File: config.mk
export PLATFORM = sky130hd
export DESIGN_NAME = ccr_top
export DESIGN_NICKNAME = d
export VERILOG_FILES = /design/src/rtl/ccr_pkg.sv /design/src/rtl/ccr_port_decode.sv /design/src/rtl/ccr_sec_div.sv /design/src/rtl/ccr_top.sv
export SDC_FILE = /design/constraint.sdc
export NUM_CORES = 1
export LEC_CHECK = 0
export BUFFER_PORTS_ARGS = -buffer_cell sky130_fd_sc_hd__buf_2
export CORE_ASPECT_RATIO = 0.8
export CORE_UTILIZATION = 53
export DETAILED_ROUTE_END_ITERATION = 8
export GPL_ROUTABILITY_DRIVEN = 1
export PLACE_DENSITY_LB_ADDON = 0.1
export SYNTH_ARGS = -nofsm -noshare
export SYNTH_HDL_FRONTEND = slang
export SYNTH_SLANG_ARGS = --single-unit
File: constraint.sdc
create_clock -name sys_clk_in -period 2.9 [get_ports sys_clk_in]
set_input_delay 0.145 -clock sys_clk_in [delete_from_list [all_inputs] [get_ports sys_clk_in]]
set_output_delay 0.145 -clock sys_clk_in [all_outputs]
set_load 0.02 [all_outputs]
File: src/rtl/ccr_pkg.sv
// shared constants, field layouts and carrier types of the clock conditioner reconfiguration block
package ccr_pkg;

	////////////////////////////////////////////////////////////////////////////
	// timing
	localparam int unsigned CLK_MHZ = 100;
	localparam int unsigned LOCK_NS = 1000;
	// least time, rounded up to whole cycles
	localparam int unsigned LOCK_CYC = (LOCK_NS * CLK_MHZ + 999) / 1000;
	localparam logic [6:0] LOCK_LAST = 7'(LOCK_CYC - 1);

	////////////////////////////////////////////////////////////////////////////
	// reconfiguration port layout
	localparam int unsigned CTL_WR = 10;
	localparam int unsigned CTL_RD = 9;
	localparam int unsigned ADDR_W = 9;
	localparam int unsigned DATA_W = 33;

	// register word offsets
	localparam logic [8:0] OFF_DLL = 9'h000;
	localparam logic [8:0] OFF_PLL = 9'h001;
	localparam logic [8:0] OFF_STAT = 9'h002;
	localparam logic [8:0] OFF_ISTAT = 9'h003;
	localparam logic [8:0] OFF_IMASK = 9'h004;

	////////////////////////////////////////////////////////////////////////////
	// field codes
	localparam logic [1:0] DIV_1 = 2'h0;
	localparam logic [1:0] DIV_2 = 2'h1;
	localparam logic [1:0] DIV_4 = 2'h2;
	localparam logic [1:0] DIV_BAD = 2'h3;

	typedef enum logic [1:0] {
		JIT_LOW = 2'h0,
		JIT_MED_LOW = 2'h1,
		JIT_MED_HIGH = 2'h2,
		JIT_HIGH = 2'h3
	} ccr_jitter_type;

	// interrupt status bit positions
	localparam int unsigned IRQ_LOCK = 0;
	localparam int unsigned IRQ_UNLOCK = 1;
	localparam int unsigned IRQ_REFUSE = 2;
	localparam int unsigned IRQ_GLITCH = 3;
	localparam int unsigned IRQ_W = 4;

	////////////////////////////////////////////////////////////////////////////
	// carriers
	typedef struct packed {
		logic [4:0] sec_phase;
		logic sec_duty50;
		logic sec_dedicated;
		logic injection;
		logic cascade;
		logic ref_out3;
		logic pd_soft;
		logic pd_port_en;
		logic fastio_net;
		ccr_jitter_type jitter;
		logic [1:0] sec_div;
	} ccr_dll_cfg_type;

	typedef struct packed {
		logic post_vco;
		logic [3:0] out_en;
		logic [7:0] out_div;
		logic [1:0] phase;
	} ccr_pll_cfg_type;

	typedef struct packed {
		logic wr;
		logic rd;
		logic [8:0] addr;
		logic [32:0] data;
	} ccr_req_type;

	// power-up values standing in for the nonvolatile configuration bits
	localparam ccr_dll_cfg_type NV_DLL = 17'h00000;
	localparam ccr_pll_cfg_type NV_PLL = 15'h3c04;

endpackage

File: src/rtl/ccr_port_decode.sv
// splits the live reconfiguration port control word into a request
`timescale 1ns/1ps
`default_nettype none
module ccr_port_decode (
	input wire logic port_en_in,
	input wire logic [10:0] ctrl_in,
	input wire logic [32:0] wdata_in,
	output ccr_pkg::ccr_req_type req_out
);
	// a control word with both strobes is taken as a write only
	always_comb begin
		req_out.wr = port_en_in & ctrl_in[ccr_pkg::CTL_WR];
		req_out.rd = port_en_in & ctrl_in[ccr_pkg::CTL_RD] & ~ctrl_in[ccr_pkg::CTL_WR];
		req_out.addr = ctrl_in[8:0];
		req_out.data = wdata_in;
	end
endmodule
`default_nettype wire

File: src/rtl/ccr_sec_div.sv
// secondary output divider: toggles on every 1st, 2nd or 4th reference edge
`timescale 1ns/1ps
`default_nettype none
module ccr_sec_div (
	input wire logic sys_clk_in,
	input wire logic nrst_in,
	input wire logic ce_in,
	input wire logic run_in,
	input wire logic ref_in,
	input wire logic [1:0] div_in,
	output logic clk_q_out
);
	logic ref_q;
	logic primed_q;
	logic [1:0] cnt_q;
	logic [1:0] last;
	logic edge_seen;

	// first sample after reset only primes, so a reference that is already high is not taken as an edge
	assign edge_seen = primed_q & (ref_in ^ ref_q);
	assign last = (div_in == ccr_pkg::DIV_4) ? 2'h3 : (div_in == ccr_pkg::DIV_2) ? 2'h1 : 2'h0;

	always_ff @(posedge sys_clk_in or negedge nrst_in) begin
		if (!nrst_in) begin
			ref_q <= 1'b0;
			primed_q <= 1'b0;
		end else if (ce_in) begin
			ref_q <= ref_in;
			primed_q <= 1'b1;
		end
	end

	// count restarts at each toggle, so a new ratio takes hold without a runt pulse
	always_ff @(posedge sys_clk_in or negedge nrst_in) begin
		if (!nrst_in) begin
			cnt_q <= 2'h0;
			clk_q_out <= 1'b0;
		end else if (ce_in) begin
			if (!run_in) begin
				cnt_q <= 2'h0;
				clk_q_out <= 1'b0;
			end else if (edge_seen) begin
				if (cnt_q >= last) begin
					cnt_q <= 2'h0;
					clk_q_out <= ~clk_q_out;
				end else begin
					cnt_q <= cnt_q + 2'h1;
				end
			end
		end
	end
endmodule
`default_nettype wire

File: src/rtl/ccr_top.sv
// clock conditioner: delay loop secondary output, synthesizer sleep and live reconfiguration registers
//
// Decided for this implementation: the placing of the registers and the plain strobed port.
`timescale 1ns/1ps
`default_nettype none
module ccr_top (
	input wire logic sys_clk_in,
	input wire logic nrst_in,
	input wire logic ce_in,
	input wire logic reconfig_en_in,
	input wire logic [10:0] reconfig_ctrl_in,
	input wire logic [32:0] reconfig_wdata_in,
	output logic [32:0] reconfig_rdata_out,
	output logic reconfig_irq_out,
	input wire logic synth_sleep_n_in,
	input wire logic dll_pd_port_in,
	input wire logic ext_ref_in,
	input wire logic pll_out2_in,
	input wire logic pll_out3_in,
	output logic sec_clk_global_out,
	output logic sec_clk_fastio_out,
	output logic [1:0] jitter_range_out,
	output logic [4:0] sec_phase_out,
	output logic sec_duty50_out,
	output logic sec_dedicated_out,
	output logic dll_pd_out,
	output logic pll_rst_out,
	output logic pll_locked_out,
	output logic [3:0] out_gate_out,
	output logic [7:0] pll_div_out,
	output logic [1:0] pll_phase_out
);

	////////////////////////////////////////////////////////////////////////////
	// functions

	// settings that injection removal mode does not offer are forced off
	function automatic ccr_pkg::ccr_dll_cfg_type eff_dll(input ccr_pkg::ccr_dll_cfg_type c);
		ccr_pkg::ccr_dll_cfg_type e;
		e = c;
		if (c.injection) begin
			e.sec_phase = 5'h00;
			e.sec_duty50 = 1'b0;
			e.sec_dedicated = 1'b0;
		end
		return e;
	endfunction

	function automatic logic hit(input ccr_pkg::ccr_req_type r, input logic [8:0] off);
		return r.addr == off;
	endfunction

	////////////////////////////////////////////////////////////////////////////
	// declarations
	ccr_pkg::ccr_req_type req;
	ccr_pkg::ccr_dll_cfg_type dll_q;
	ccr_pkg::ccr_dll_cfg_type dll_wr;
	ccr_pkg::ccr_dll_cfg_type dll_eff;
	ccr_pkg::ccr_pll_cfg_type pll_q;
	ccr_pkg::ccr_pll_cfg_type pll_wr;
	logic [3:0] irq_stat_q;
	logic [3:0] irq_stat_d;
	logic [3:0] irq_mask_q;
	logic [3:0] irq_ev;
	logic irq_pend;
	logic [6:0] lock_cnt_q;
	logic pll_wr_hit;
	logic core_change;
	logic out_change;
	logic pll_refuse;
	logic pll_glitch;
	logic dll_pd_eff;
	logic dll_ref;
	logic sec_clk;
	logic [32:0] rd_mux;

	////////////////////////////////////////////////////////////////////////////
	// live reconfiguration port
	// the port is reached only through these pins; nothing else taps it
	ccr_port_decode u_decode (
		.port_en_in(reconfig_en_in),
		.ctrl_in(reconfig_ctrl_in),
		.wdata_in(reconfig_wdata_in),
		.req_out(req)
	);

	assign dll_eff = eff_dll(dll_q);
	assign dll_wr = ccr_pkg::ccr_dll_cfg_type'(req.data[16:0]);
	assign pll_wr = ccr_pkg::ccr_pll_cfg_type'(req.data[14:0]);

	////////////////////////////////////////////////////////////////////////////
	// delay loop configuration
	// registers come up at the nonvolatile values, reset on the port's own reset
	always_ff @(posedge sys_clk_in or negedge nrst_in) begin
		if (!nrst_in) begin
			dll_q <= ccr_pkg::NV_DLL;
		end else if (ce_in && req.wr && hit(req, ccr_pkg::OFF_DLL)) begin
			dll_q <= dll_wr;
			// a reserved ratio leaves the old one in place
			if (dll_wr.sec_div == ccr_pkg::DIV_BAD) begin
				dll_q.sec_div <= dll_q.sec_div;
			end
		end
	end

	////////////////////////////////////////////////////////////////////////////
	// synthesizer configuration
	assign pll_wr_hit = ce_in && req.wr && hit(req, ccr_pkg::OFF_PLL);
	assign core_change = pll_wr.post_vco != pll_q.post_vco;
	assign out_change = (pll_wr.out_div != pll_q.out_div) || (pll_wr.phase != pll_q.phase);
	// awake: loop parameters refused outright; output settings only in post-VCO mode
	assign pll_refuse = pll_wr_hit && synth_sleep_n_in && (core_change || (out_change && !pll_q.post_vco));
	// output change with a gate still open would glitch; applied but flagged
	assign pll_glitch = pll_wr_hit && synth_sleep_n_in && !core_change && out_change && pll_q.post_vco &&
		(|(pll_q.out_en & pll_wr.out_en));

	always_ff @(posedge sys_clk_in or negedge nrst_in) begin
		if (!nrst_in) begin
			pll_q <= ccr_pkg::NV_PLL;
		end else if (pll_wr_hit) begin
			// gates may be moved at any time
			pll_q.out_en <= pll_wr.out_en;
			if (!pll_refuse) begin
				pll_q.post_vco <= pll_wr.post_vco;
				pll_q.out_div <= pll_wr.out_div;
				pll_q.phase <= pll_wr.phase;
			end
		end
	end

	////////////////////////////////////////////////////////////////////////////
	// sleep and lock
	always_ff @(posedge sys_clk_in or negedge nrst_in) begin
		if (!nrst_in) begin
			lock_cnt_q <= 7'h00;
			pll_locked_out <= 1'b0;
			pll_rst_out <= 1'b1;
		end else if (ce_in) begin
			pll_rst_out <= !synth_sleep_n_in;
			if (!synth_sleep_n_in) begin
				lock_cnt_q <= 7'h00;
				pll_locked_out <= 1'b0;
			end else if (!pll_locked_out) begin
				if (lock_cnt_q == ccr_pkg::LOCK_LAST) begin
					pll_locked_out <= 1'b1;
				end else begin
					lock_cnt_q <= lock_cnt_q + 7'h01;
				end
			end
		end
	end

	////////////////////////////////////////////////////////////////////////////
	// delay loop reference, power-down and secondary output
	assign dll_pd_eff = dll_q.pd_port_en ? dll_pd_port_in : dll_q.pd_soft;
	// cascade takes synthesizer output two or three instead of the pin reference
	assign dll_ref = dll_q.cascade ? (dll_q.ref_out3 ? pll_out3_in : pll_out2_in) : ext_ref_in;

	ccr_sec_div u_sec_div (
		.sys_clk_in(sys_clk_in),
		.nrst_in(nrst_in),
		.ce_in(ce_in),
		.run_in(!dll_pd_eff),
		.ref_in(dll_ref),
		.div_in(dll_q.sec_div),
		.clk_q_out(sec_clk)
	);

	// outputs re-registered so every pin starts at a flip-flop
	always_ff @(posedge sys_clk_in or negedge nrst_in) begin
		if (!nrst_in) begin
			sec_clk_global_out <= 1'b0;
			sec_clk_fastio_out <= 1'b0;
			jitter_range_out <= 2'h0;
			sec_phase_out <= 5'h00;
			sec_duty50_out <= 1'b0;
			sec_dedicated_out <= 1'b0;
			dll_pd_out <= 1'b0;
			out_gate_out <= 4'h0;
			pll_div_out <= 8'h00;
			pll_phase_out <= 2'h0;
		end else if (ce_in) begin
			// the unused net is held low, never driven with a copy
			sec_clk_global_out <= sec_clk && !dll_eff.fastio_net;
			sec_clk_fastio_out <= sec_clk && dll_eff.fastio_net;
			jitter_range_out <= dll_eff.jitter;
			sec_phase_out <= dll_eff.sec_phase;
			sec_duty50_out <= dll_eff.sec_duty50;
			sec_dedicated_out <= dll_eff.sec_dedicated;
			dll_pd_out <= dll_pd_eff;
			// gates close while the synthesizer is held in reset
			out_gate_out <= synth_sleep_n_in ? pll_q.out_en : 4'h0;
			pll_div_out <= pll_q.out_div;
			pll_phase_out <= pll_q.phase;
		end
	end

	////////////////////////////////////////////////////////////////////////////
	// interrupts: sticky, write one to clear, a new event beats the clear
	always_comb begin
		irq_ev = 4'h0;
		irq_ev[ccr_pkg::IRQ_LOCK] = ce_in && synth_sleep_n_in && !pll_locked_out &&
			lock_cnt_q == ccr_pkg::LOCK_LAST;
		irq_ev[ccr_pkg::IRQ_UNLOCK] = ce_in && pll_locked_out && !synth_sleep_n_in;
		irq_ev[ccr_pkg::IRQ_REFUSE] = pll_refuse;
		irq_ev[ccr_pkg::IRQ_GLITCH] = pll_glitch;
		irq_stat_d = irq_stat_q;
		if (ce_in && req.wr && hit(req, ccr_pkg::OFF_ISTAT)) begin
			irq_stat_d = irq_stat_d & ~req.data[3:0];
		end
		irq_stat_d = irq_stat_d | irq_ev;
	end

	assign irq_pend = |(irq_stat_q & irq_mask_q);

	always_ff @(posedge sys_clk_in or negedge nrst_in) begin
		if (!nrst_in) begin
			irq_stat_q <= 4'h0;
			irq_mask_q <= 4'h0;
			reconfig_irq_out <= 1'b0;
		end else if (ce_in) begin
			irq_stat_q <= irq_stat_d;
			if (req.wr && hit(req, ccr_pkg::OFF_IMASK)) begin
				irq_mask_q <= req.data[3:0];
			end
			reconfig_irq_out <= irq_pend;
		end
	end

	////////////////////////////////////////////////////////////////////////////
	// read path: data stand only in the cycle after the read strobe
	always_comb begin
		rd_mux = 33'h000000000;
		unique case (req.addr)
			ccr_pkg::OFF_DLL: rd_mux = 33'(dll_q);
			ccr_pkg::OFF_PLL: rd_mux = 33'(pll_q);
			ccr_pkg::OFF_STAT: rd_mux = {25'h0000000, pll_rst_out, dll_pd_out, dll_eff.sec_dedicated,
				dll_eff.sec_duty50, sec_clk, dll_ref, !synth_sleep_n_in, pll_locked_out};
			ccr_pkg::OFF_ISTAT: rd_mux = 33'(irq_stat_q);
			ccr_pkg::OFF_IMASK: rd_mux = 33'(irq_mask_q);
			default: rd_mux = 33'h000000000;
		endcase
	end

	always_ff @(posedge sys_clk_in or negedge nrst_in) begin
		if (!nrst_in) begin
			reconfig_rdata_out <= 33'h000000000;
		end else if (ce_in) begin
			reconfig_rdata_out <= req.rd ? rd_mux : 33'h000000000;
		end
	end
endmodule
`default_nettype wire

# == After elaboration in Yosys (flattened, before gate mapping) ==
# Cells that the tools add are included.
# totals
register_bits,114
output_inout_bits,62
# op_classes
mux,22
bitwise,14
n_lt_le_gt_ge,1
n_eq_ne,13
reduce_logical,37
addsub,2
# op_table
operator,n
17-bit one-hot mux with 5 select lines,1
33-bit 2-to-1 mux,1
7-bit 2-to-1 mux,4
1-bit logical AND,19
9-bit by 2-bit equality test with 1-bit output (second input constant),2
4-bit bitwise AND,3
1-bit 2-to-1 mux,10
9-bit by 1-bit equality test with 1-bit output (second input constant),1
9-bit by 3-bit equality test with 1-bit output (second input constant),1
9-bit zero test,1
2-bit 2-to-1 mux,4
4-bit 2-to-1 mux,2
8-bit inequality test,1
2-bit AND reduction,4
4-bit OR reduction,2
7-bit by 1-bit adder with 7-bit output (second input constant),1
7-bit equality test (second input constant),1
3-bit AND reduction,2
1-bit zero test,5
1-bit bitwise AND,4
2-bit equality test (second input constant),2
2-bit inequality test (second input constant),2
1-bit NOT,4
4-bit NOT,1
other kinds (9),11

# == Logic depth before layout (Yosys ltp) ==
# Gate-level depths: netlist of the first run.
# logic_depth
depth_word,9
depth_mapped,9
mapped_depth_nobuf,9

# == By module ==
# A second synthesis of the first run with hierarchy kept.
# unflattened
cells_unflattened,478
hier_area_um2,5128.7
# modules_own_cells
module,cells_each,seq_area_each_um2,area_each_um2,n_inst
ccr_top,403,2334.7,4498.1,1
ccr_port_decode,44,0.0,331.6,1
ccr_sec_div,31,125.1,299.0,1

# == Worst setup path before layout of the first run ==
# No wires, ideal clock.
# synth_timing
path_kind,register -> register
start,register pll_q[3] in the netlist's numbering
end,register pll_q[0] in the netlist's numbering
arrival_ns,2.036
required_ns,2.775
stages_incl_launch_ff,6
setup_ns,0.125
setup_slack_ns,0.739
path_cell_list,dfrtp_1 -> nor2b_1 -> a2111oi_0 -> nand2_1 -> o32ai_4 -> mux2_2
# synth_via
elab_chain_len,7
# synth_lines
item,line_no,source
start: declaration,ccr_top.sv:59,ccr_pkg::ccr_pll_cfg_type pll_q;
start signal: assignment,ccr_top.sv:119,pll_q <= ccr_pkg::NV_PLL;
8-bit inequality test,ccr_top.sv:110,assign out_change = (pll_wr.out_div != pll_q.out_div) || (pll_wr.phase != pll_q.phase);
1-bit logical OR,ccr_top.sv:110,
1-bit logical AND,ccr_top.sv:112,assign pll_refuse = pll_wr_hit && synth_sleep_n_in && (core_change || (out_change && !pll_q.post_vco));
1-bit logical OR,ccr_top.sv:112,
1-bit logical AND,ccr_top.sv:112,
1-bit NOT (no line),-,
2-bit AND reduction (no line),-,
# Every way passes these cells.
# A chain may end at the register's enable or synchronous reset.

# == Worst setup path in the final report of the first run ==
# layout_timing
start,register pll_q[3] in the netlist's numbering
end,register pll_q[8] in the netlist's numbering
# Same word-level chain as after synthesis.

==> impl_metrics.py, run 1 <==
metrics = {
    "outcome": {
        "outcome": "completed",
    },
    "synthesis": {
        "ys_seq_area_share_pct": 52.4,
        "synth-main-ff-cell": "dfrtp_1",
        "synthDistinctLibCells": 56,
        "synth_area_per_cell_um2": 11.1,
        "synthesis.area_um2": 4690,
        "yosysTopAreaCellShare_pct": 49.1,
        "ys_top_cells_by_count": "dfrtp_1, mux2_2, nand2_1, nor2_1, inv_1",
        "yosys-top-cells-area": "dfrtp_1, mux2_2, dfstp_2",
        "synth_area_leader_cell": "dfrtp_1",
        "synth_most_common_cell": "dfrtp_1",
        "synth_edf_count": 0,
        "netlist_instances": 421,
        "ys_ff_latch": 98,
        "yosysWarnings": 0,
        "ys_async_sr_fraction_pct": 100,
    },
    "clock_tree": {
        "post_cts_buffers": 0,
        "cts_buffers": 9,
        "clock_path_buffers": 2,
        "cts_tree": "yes",
        "htreeDepth": 3,
        "insertion_delay_ns": 0.36,
        "cts_root_buffer": "clkbuf_8",
        "ctsResizeCount": 0,
        "cts.sinks": 98,
        "clk_pin_slew_ns": 0.10,
    },
    "sta": {
        "tightestPinTransition_ns": 0.819,
        "maxSlewViolCount": 0,
        "maxSlewHeadroom_pct": 44.7,
        "hold_viol": 0,
        "setup_viol": 0,
        "clock.fmax_ghz": 0.413,
        "fin_crit_ns": 2.42,
        "period_share_pct": 83.5,
        "fin_ws_ns": 0.479,
        "grt_setup_unrepaired": "no",
        "finalSetupTns_ns": 0,
        "holdWs_ns": 0.0224,
        "finalClockSkew_ns": 0.0141,
    },
    "worst_setup_path": {
        "worst-setup-path-type": "flop to flop",
        "start_kind": "flop",
        "crit_fanout": 10,
        "worstPathRequired_ns": 3.15,
        "arrival_ns": 2.67,
        "end_kind": "flop",
    },
    "placed_design": {
        "io_buffers": 82,
        "dp.final_hpwl_um": 8150,
        "dp.cells": 611,
        "placed_area_um2": 5220,
        "pre_cts_slack_ns": 0.431,
        "gp_congestion": 0.904,
    },
    "route": {
        "wl_per_cell_um": 17.7,
        "final_antenna_net_count": 0,
        "drtIter0Drc": 231,
        "vias": 3566,
        "vias_per_cell": 5.64,
        "dr.pass1.iters": 5,
        "drc": 0,
        "wl_um": 11200,
    },
    "cells_and_area": {
        "stdcell_count": 632,
        "area_growth_pct": 16.1,
        "nNetsFinal": 572,
        "final.fill_count": 715,
        "drive_gt1_share_pct": 33.3,
        "fin_area_um2": 5450,
        "antenna_cells": 0,
    },
    "global_route": {
        "grt_pass1_wl_um": 18100,
        "grt_pass1_vias": 3446,
        "grt_max_degree": 65,
        "grt-ovfl-total": 0,
        "grt_usage_pct": 26.0,
        "antenna_found_initial": 0,
    },
    "job": {
        "maxCapViolations": 0,
    },
    "power": {
        "switching_share_pct": 27.9,
        "p_comb_share_pct": 12.0,
        "power_switching_uw": 721,
        "cellLeakagePower_nw": 2.68,
        "p_int_mw": 1.86,
        "max-vdd-ir-drop_v": 0.000333,
        "seq_power_share_pct": 56.5,
        "powerDensity_nw_per_um2": 475,
        "clockPowerShare_pct": 31.5,
    },
    "floorplanning": {
        "ioPinCount": 115,
        "dieHeight_um": 86.1,
        "start_util_pct": 55.1,
        "dieArea_um2": 9230,
        "core_area_um2": 8520,
        "die_w_um": 107,
        "rows": 30,
    },
    "min_path": {
        "hold_class": "input pin to flop",
    },
}
[layout by cell type, fill, tap and decap left out, types with 15 or more instances in the layout]
master and n:
conb_1 16, mux2_2 46, dfrtp_1 92, o2bb2ai_1 15, buf_4 15, buf_2 81, nand2_1 34, inv_1 23
nor2_1 26, o21ai_0 22
[metrics by stage]
stage	util (%)	power, mW
after floorplan	-	1.67
after global placement	61.2	1.78
after detailed placement	61.2	1.79
after CTS	63.9	2.61
after global routing	63.9	2.70
final	63.9	2.59
[metal layers]
metal / wire [µm] / track usage (%)
met4: 114 / 6.72
met2: 5200 / 41.8
met1: 5290 / 36.3
met5: 0 / 0
met3: 600 / 5.02
[path summary, 6_finish.rpt]
check	start	to	slack (ns)	cells past startpoint
setup reg to reg	pll_q[3]$_DFFE_PN0P_	pll_q[8]$_DFFE_PN0P_	0.48	6
min in group asynchronous	nrst_in	out_gate_out[1]$_DFFE_PN0P_	0.42	2
max in group asynchronous	nrst_in	dll_q[14]$_DFFE_PN0P_	1.69	3
setup / recovery	pll_q[3]$_DFFE_PN0P_	pll_q[8]$_DFFE_PN0P_	0.48	6
hold / removal	reconfig_wdata_in[15]	dll_q[15]$_DFFE_PN0P_	0.02	2
hold reg to reg	pll_q[12]$_DFFE_PN1N_	pll_q[12]$_DFFE_PN1N_	0.49	2
[registers in the layout (all words and copies together) (netlist names), 4 cells and up]
signal / flops
lock_cnt_q: 7
dll_q: 7
reconfig_rdata_out: 17
irq_mask_q: 4
pll_div_out: 8
out_gate_out: 4
sec_phase_out: 5
irq_stat_q: 4
dll_eff: 10
pll_q: 15
[power groups by stage]
stage / registers (mW) / logic [mW] / clock network, mW
floorplan: 1.48 / 0.190 / 0
global placement: 1.48 / 0.299 / 0
detailed placement: 1.49 / 0.308 / 0
CTS: 1.46 / 0.315 / 0.835
global route: 1.47 / 0.355 / 0.881
finish: 1.46 / 0.311 / 0.815
[final cells by class]
type                    instances  area, µm²  area share, %
well taps                     112        140           2.57
clock inverters                 6       42.5          0.781
multi-input cells             282       2010           37.0
inverters                      23       86.3           1.58
repair buffers                101        568           10.4
clock buffers                  10        138           2.53
flip-flops and latches         98       2460           45.2
[kinds of logic (layout without fill, tap and decap cells)]
group | Yosys count | count (layout) | share of synthesized area (%)
muxes | 51 | 51 | 12.1
AOI/OAI and AO/OA | 87 | 87 | 13.8
and+or+nand+nor | 115 | 115 | 12.9
xor gates and xnor gates | 9 | 9 | 1.68
adders and majority gates | 4 | 4 | 1.07
buffers and inverters | 56 | 140 | 5.97
DFF | 98 | 98 | 52.4
other | 1 | 16 | 0.0799
[repair_timing]
action | CTS | global route
setup endpoints to repair | 0 | 0
hold buffers | 5 | 0
hold endpoints to repair | 60 | 0
[critical path, stage by stage, from the launching register on]
cell	delay (ns)
dfrtp_1	0.46
nor2b_1	0.17
a2111oi_0	0.48
buf_4	0.21
nand2_1	0.07
o32ai_4	0.52
mux2_2	0.40
No activity file was read; power rests on OpenSTA's default activity.
==> inputs of run 2 (changes only) <==
--- a/config.mk
+++ b/config.mk
@@ -5,9 +5,10 @@
 export SDC_FILE = /design/constraint.sdc
 export NUM_CORES = 1
 export LEC_CHECK = 0
+export ABC_AREA = 1
 export BUFFER_PORTS_ARGS = -buffer_cell sky130_fd_sc_hd__buf_2
 export CORE_ASPECT_RATIO = 0.8
-export CORE_UTILIZATION = 53
+export CORE_UTILIZATION = 54
 export DETAILED_ROUTE_END_ITERATION = 8
 export GPL_ROUTABILITY_DRIVEN = 1
 export PLACE_DENSITY_LB_ADDON = 0.1
==> constraint.sdc (replaced) <==
create_clock -name sys_clk_in -period 2.35 [get_ports sys_clk_in]
set_input_delay 0.1175 -clock sys_clk_in [delete_from_list [all_inputs] [get_ports sys_clk_in]]
set_output_delay 0.1175 -clock sys_clk_in [all_outputs]
set_load 0.02 [all_outputs]
==> run 2 against run 1 <==
- clock skew fell by 0.00081 ns
- wire length up 6.3%
- non-clock buffer count fell by 6
- first-iteration DRC count up 21%
- register-to-register slack improved by 0.04 ns
- area after synthesis up 2.7%
- sequential power is 22% higher
- critical path type unchanged
- critical endpoint is now pll_q[0]$_DFFE_PN0P_
==> impl_metrics.py, run 2 <==
metrics = {
    "outcome": {
        "outcome": "completed",
    },
    "synthesis": {
        "ys_seq_area_share_pct": 51.1,
        "synth_edf_count": 0,
        "synth-main-ff-cell": "dfrtp_1",
        "ys_top_cells_by_count": "nand2_1, dfrtp_1, inv_1, o21ai_0, nand3_1",
        "yosys-top-cells-area": "dfrtp_1, nand2_1, o21ai_0",
        "ys_async_sr_fraction_pct": 100,
        "netlist_instances": 610,
        "synthDistinctLibCells": 37,
        "synth_area_per_cell_um2": 7.90,
        "synthesis.area_um2": 4820,
        "ys_ff_latch": 98,
        "synth_most_common_cell": "nand2_1",
        "yosysTopAreaCellShare_pct": 47.8,
        "synth_area_leader_cell": "dfrtp_1",
        "yosysWarnings": 0,
    },
    "clock_tree": {
        "clk_pin_slew_ns": 0.10,
        "cts_tree": "yes",
        "cts_buffers": 9,
        "insertion_delay_ns": 0.38,
        "cts.sinks": 98,
        "post_cts_buffers": 0,
        "clock_path_buffers": 2,
        "cts_root_buffer": "clkbuf_8",
        "htreeDepth": 3,
    },
    "sta": {
        "tightestPinTransition_ns": 0.607,
        "period_share_pct": 77.8,
        "clock.fmax_ghz": 0.547,
        "grt_setup_unrepaired": "no",
        "maxSlewHeadroom_pct": 59.4,
        "hold_viol": 0,
        "finalSetupTns_ns": 0,
        "finalClockSkew_ns": 0.0133,
        "setup_viol": 0,
        "maxSlewViolCount": 0,
        "fin_crit_ns": 1.83,
    },
    "power": {
        "cellLeakagePower_nw": 3.03,
        "powerDensity_nw_per_um2": 583,
        "max-vdd-ir-drop_v": 0.000403,
    },
    "worst_setup_path": {
        "end_kind": "flop",
        "rr_worst_depth": 11,
        "worstPathRequired_ns": 2.63,
        "worst-setup-path-type": "flop to flop",
        "arrival_ns": 2.10,
        "crit_start": "pll_q[2]$_DFFE_PN1P_",
        "r2r_end": "pll_q[0]$_DFFE_PN0P_",
        "start_kind": "flop",
        "crit_fanout": 13,
        "rr_startpoint": "pll_q[2]$_DFFE_PN1P_",
        "endpoint": "pll_q[0]$_DFFE_PN0P_",
        "r2r_slack_ns": 0.52,
    },
    "cells_and_area": {
        "fin_area_um2": 5550,
        "area_growth_pct": 15.2,
        "top_register": "reconfig_rdata_out",
        "nNetsFinal": 754,
        "final.fill_count": 744,
        "utilization_pct": 64.9,
        "layout_common_cells": "nand2_1, dfrtp_1, buf_2",
        "drive_gt1_share_pct": 17.7,
        "antenna_cells": 0,
        "largest_register_ffs": 17,
        "layout_commonest_cell": "nand2_1",
    },
    "route": {
        "vias_per_cell": 5.21,
        "drtIter0Drc": 280,
        "dr.pass1.iters": 5,
        "drc": 0,
        "final_antenna_net_count": 0,
        "wl_per_cell_um": 14.6,
        "vias": 4237,
        "wl_um": 11900,
    },
    "global_route": {
        "grt_usage_pct": 27.3,
        "grt_pass1_vias": 3801,
        "grt_pass1_wl_um": 19300,
        "grt_max_degree": 62,
        "antenna_found_initial": 0,
        "grt-ovfl-total": 0,
    },
    "floorplanning": {
        "start_util_pct": 56.3,
        "rows": 30,
        "dieHeight_um": 86.5,
        "core_area_um2": 8560,
        "die_w_um": 108,
        "dieArea_um2": 9310,
        "ioPinCount": 115,
    },
    "placed_design": {
        "placed_area_um2": 5260,
        "gp_congestion": 0.858,
        "io_buffers": 82,
        "dp.final_hpwl_um": 8740,
    },
    "min_path": {
        "hold_class": "input pin to flop",
    },
    "job": {
        "maxCapViolations": 0,
    },
}
run 2: cell count changes in the layout (fill, tap and decap cells not counted), moves of 10 or more:
cell	change
nand2_1	+187
mux2_2	-46
inv_1	+40
o21ai_0	+36
nand3_1	+35
o2bb2ai_1	-15
a22oi_1	-13
buf_4	-10
nor2b_1	-10
run 2: metal layers:
layer  vias to the layer above  routed length, µm  GRT usage (%)
li1                       2074                  -              -
met1                      1989               5700           42.1
met2                       164               5220           40.2
met3                        10                916           6.02
met4                         0                 82           4.73
met5                         -                  0              0
run 2: kinds of logic after synthesis:
| kind of cell | synth area share, % |
|---|---|
| buffers and inverters | 9.74 |
| other | 0.0778 |
| AO/OA/AOI/OAI | 9.17 |
| adder cells (fa/ha/maj) | 1.04 |
| flip-flops | 51.1 |
| AND/OR/NAND/NOR | 27.7 |
| XOR/XNOR | 1.27 |
run 2: final cells by class:
| cell class | count | area [µm²] | area share, % |
|---|---|---|---|
| repair buffers | 95 | 543 | 9.78 |
| inverters | 66 | 253 | 4.55 |
| flip-flops and latches | 98 | 2460 | 44.3 |
| clock buffers | 10 | 138 | 2.48 |
| multi-input cells | 427 | 1950 | 35.1 |
| well taps | 112 | 140 | 2.52 |
| clock inverters | 6 | 71.3 | 1.28 |
run 2: report_power, final:
| part | internal [mW] | switching [mW] | total, mW |
|---|---|---|---|
| Clock | 0.532 | 0.604 | 1.14 |
| Sequential | 1.73 | 0.0430 | 1.78 |
| Combinational | 0.0998 | 0.225 | 0.325 |
| Total | 2.37 | 0.872 | 3.24 |
run 2: timing repair:
item / CTS / global route
hold endpoints to repair: 42 / 0
gates resized for setup: 0 / 0
hold buffers: 8 / 0
endpoints found under the setup margin: 0 / 0
run 2: stage by stage:
step           setup slack [ns]  std cells  total power, mW  hold WS, ns
4_1_cts                   0.535        814             3.26      0.00419
3_5_place_dp              0.516        790             2.12        0.118
6_report                  0.523        814             3.24       0.0162
2_1_floorplan             0.802        625             1.99       -0.178
3_3_place_gp              0.588        790             2.11        0.115
5_1_grt                   0.327        814             3.37       0.0151
run 2: worst min path at each step:
stage | startpoint | to | slack (ns) | cells after the start
floorplan | nrst_in | dll_eff[0]$_DFFE_PN0P_ | -0.18 | 0
global placement | nrst_in | reconfig_rdata_out[11]$_DFFE_PN0P_ | 0.12 | 1
detailed placement | nrst_in | reconfig_rdata_out[10]$_DFFE_PN0P_ | 0.12 | 1
CTS | reconfig_wdata_in[6] | dll_eff[6]$_DFFE_PN0P_ | 0.004 | 3
global route | reconfig_wdata_in[3] | pll_q[3]$_DFFE_PN0P_ | 0.02 | 3
finish | reconfig_wdata_in[2] | pll_q[2]$_DFFE_PN1P_ | 0.02 | 3
run 2: critical path, cell delays in order, from the launching register on:
cell and delay, ns:
dfstp_2 0.58, inv_1 0.07, nand2_1 0.06, nand2_1 0.04
nor2_1 0.07, nand2_1 0.06, nor2_1 0.13, nand3_1 0.10
nand2_2 0.22, nand2_2 0.23, nand2_1 0.12, nand2_1 0.06
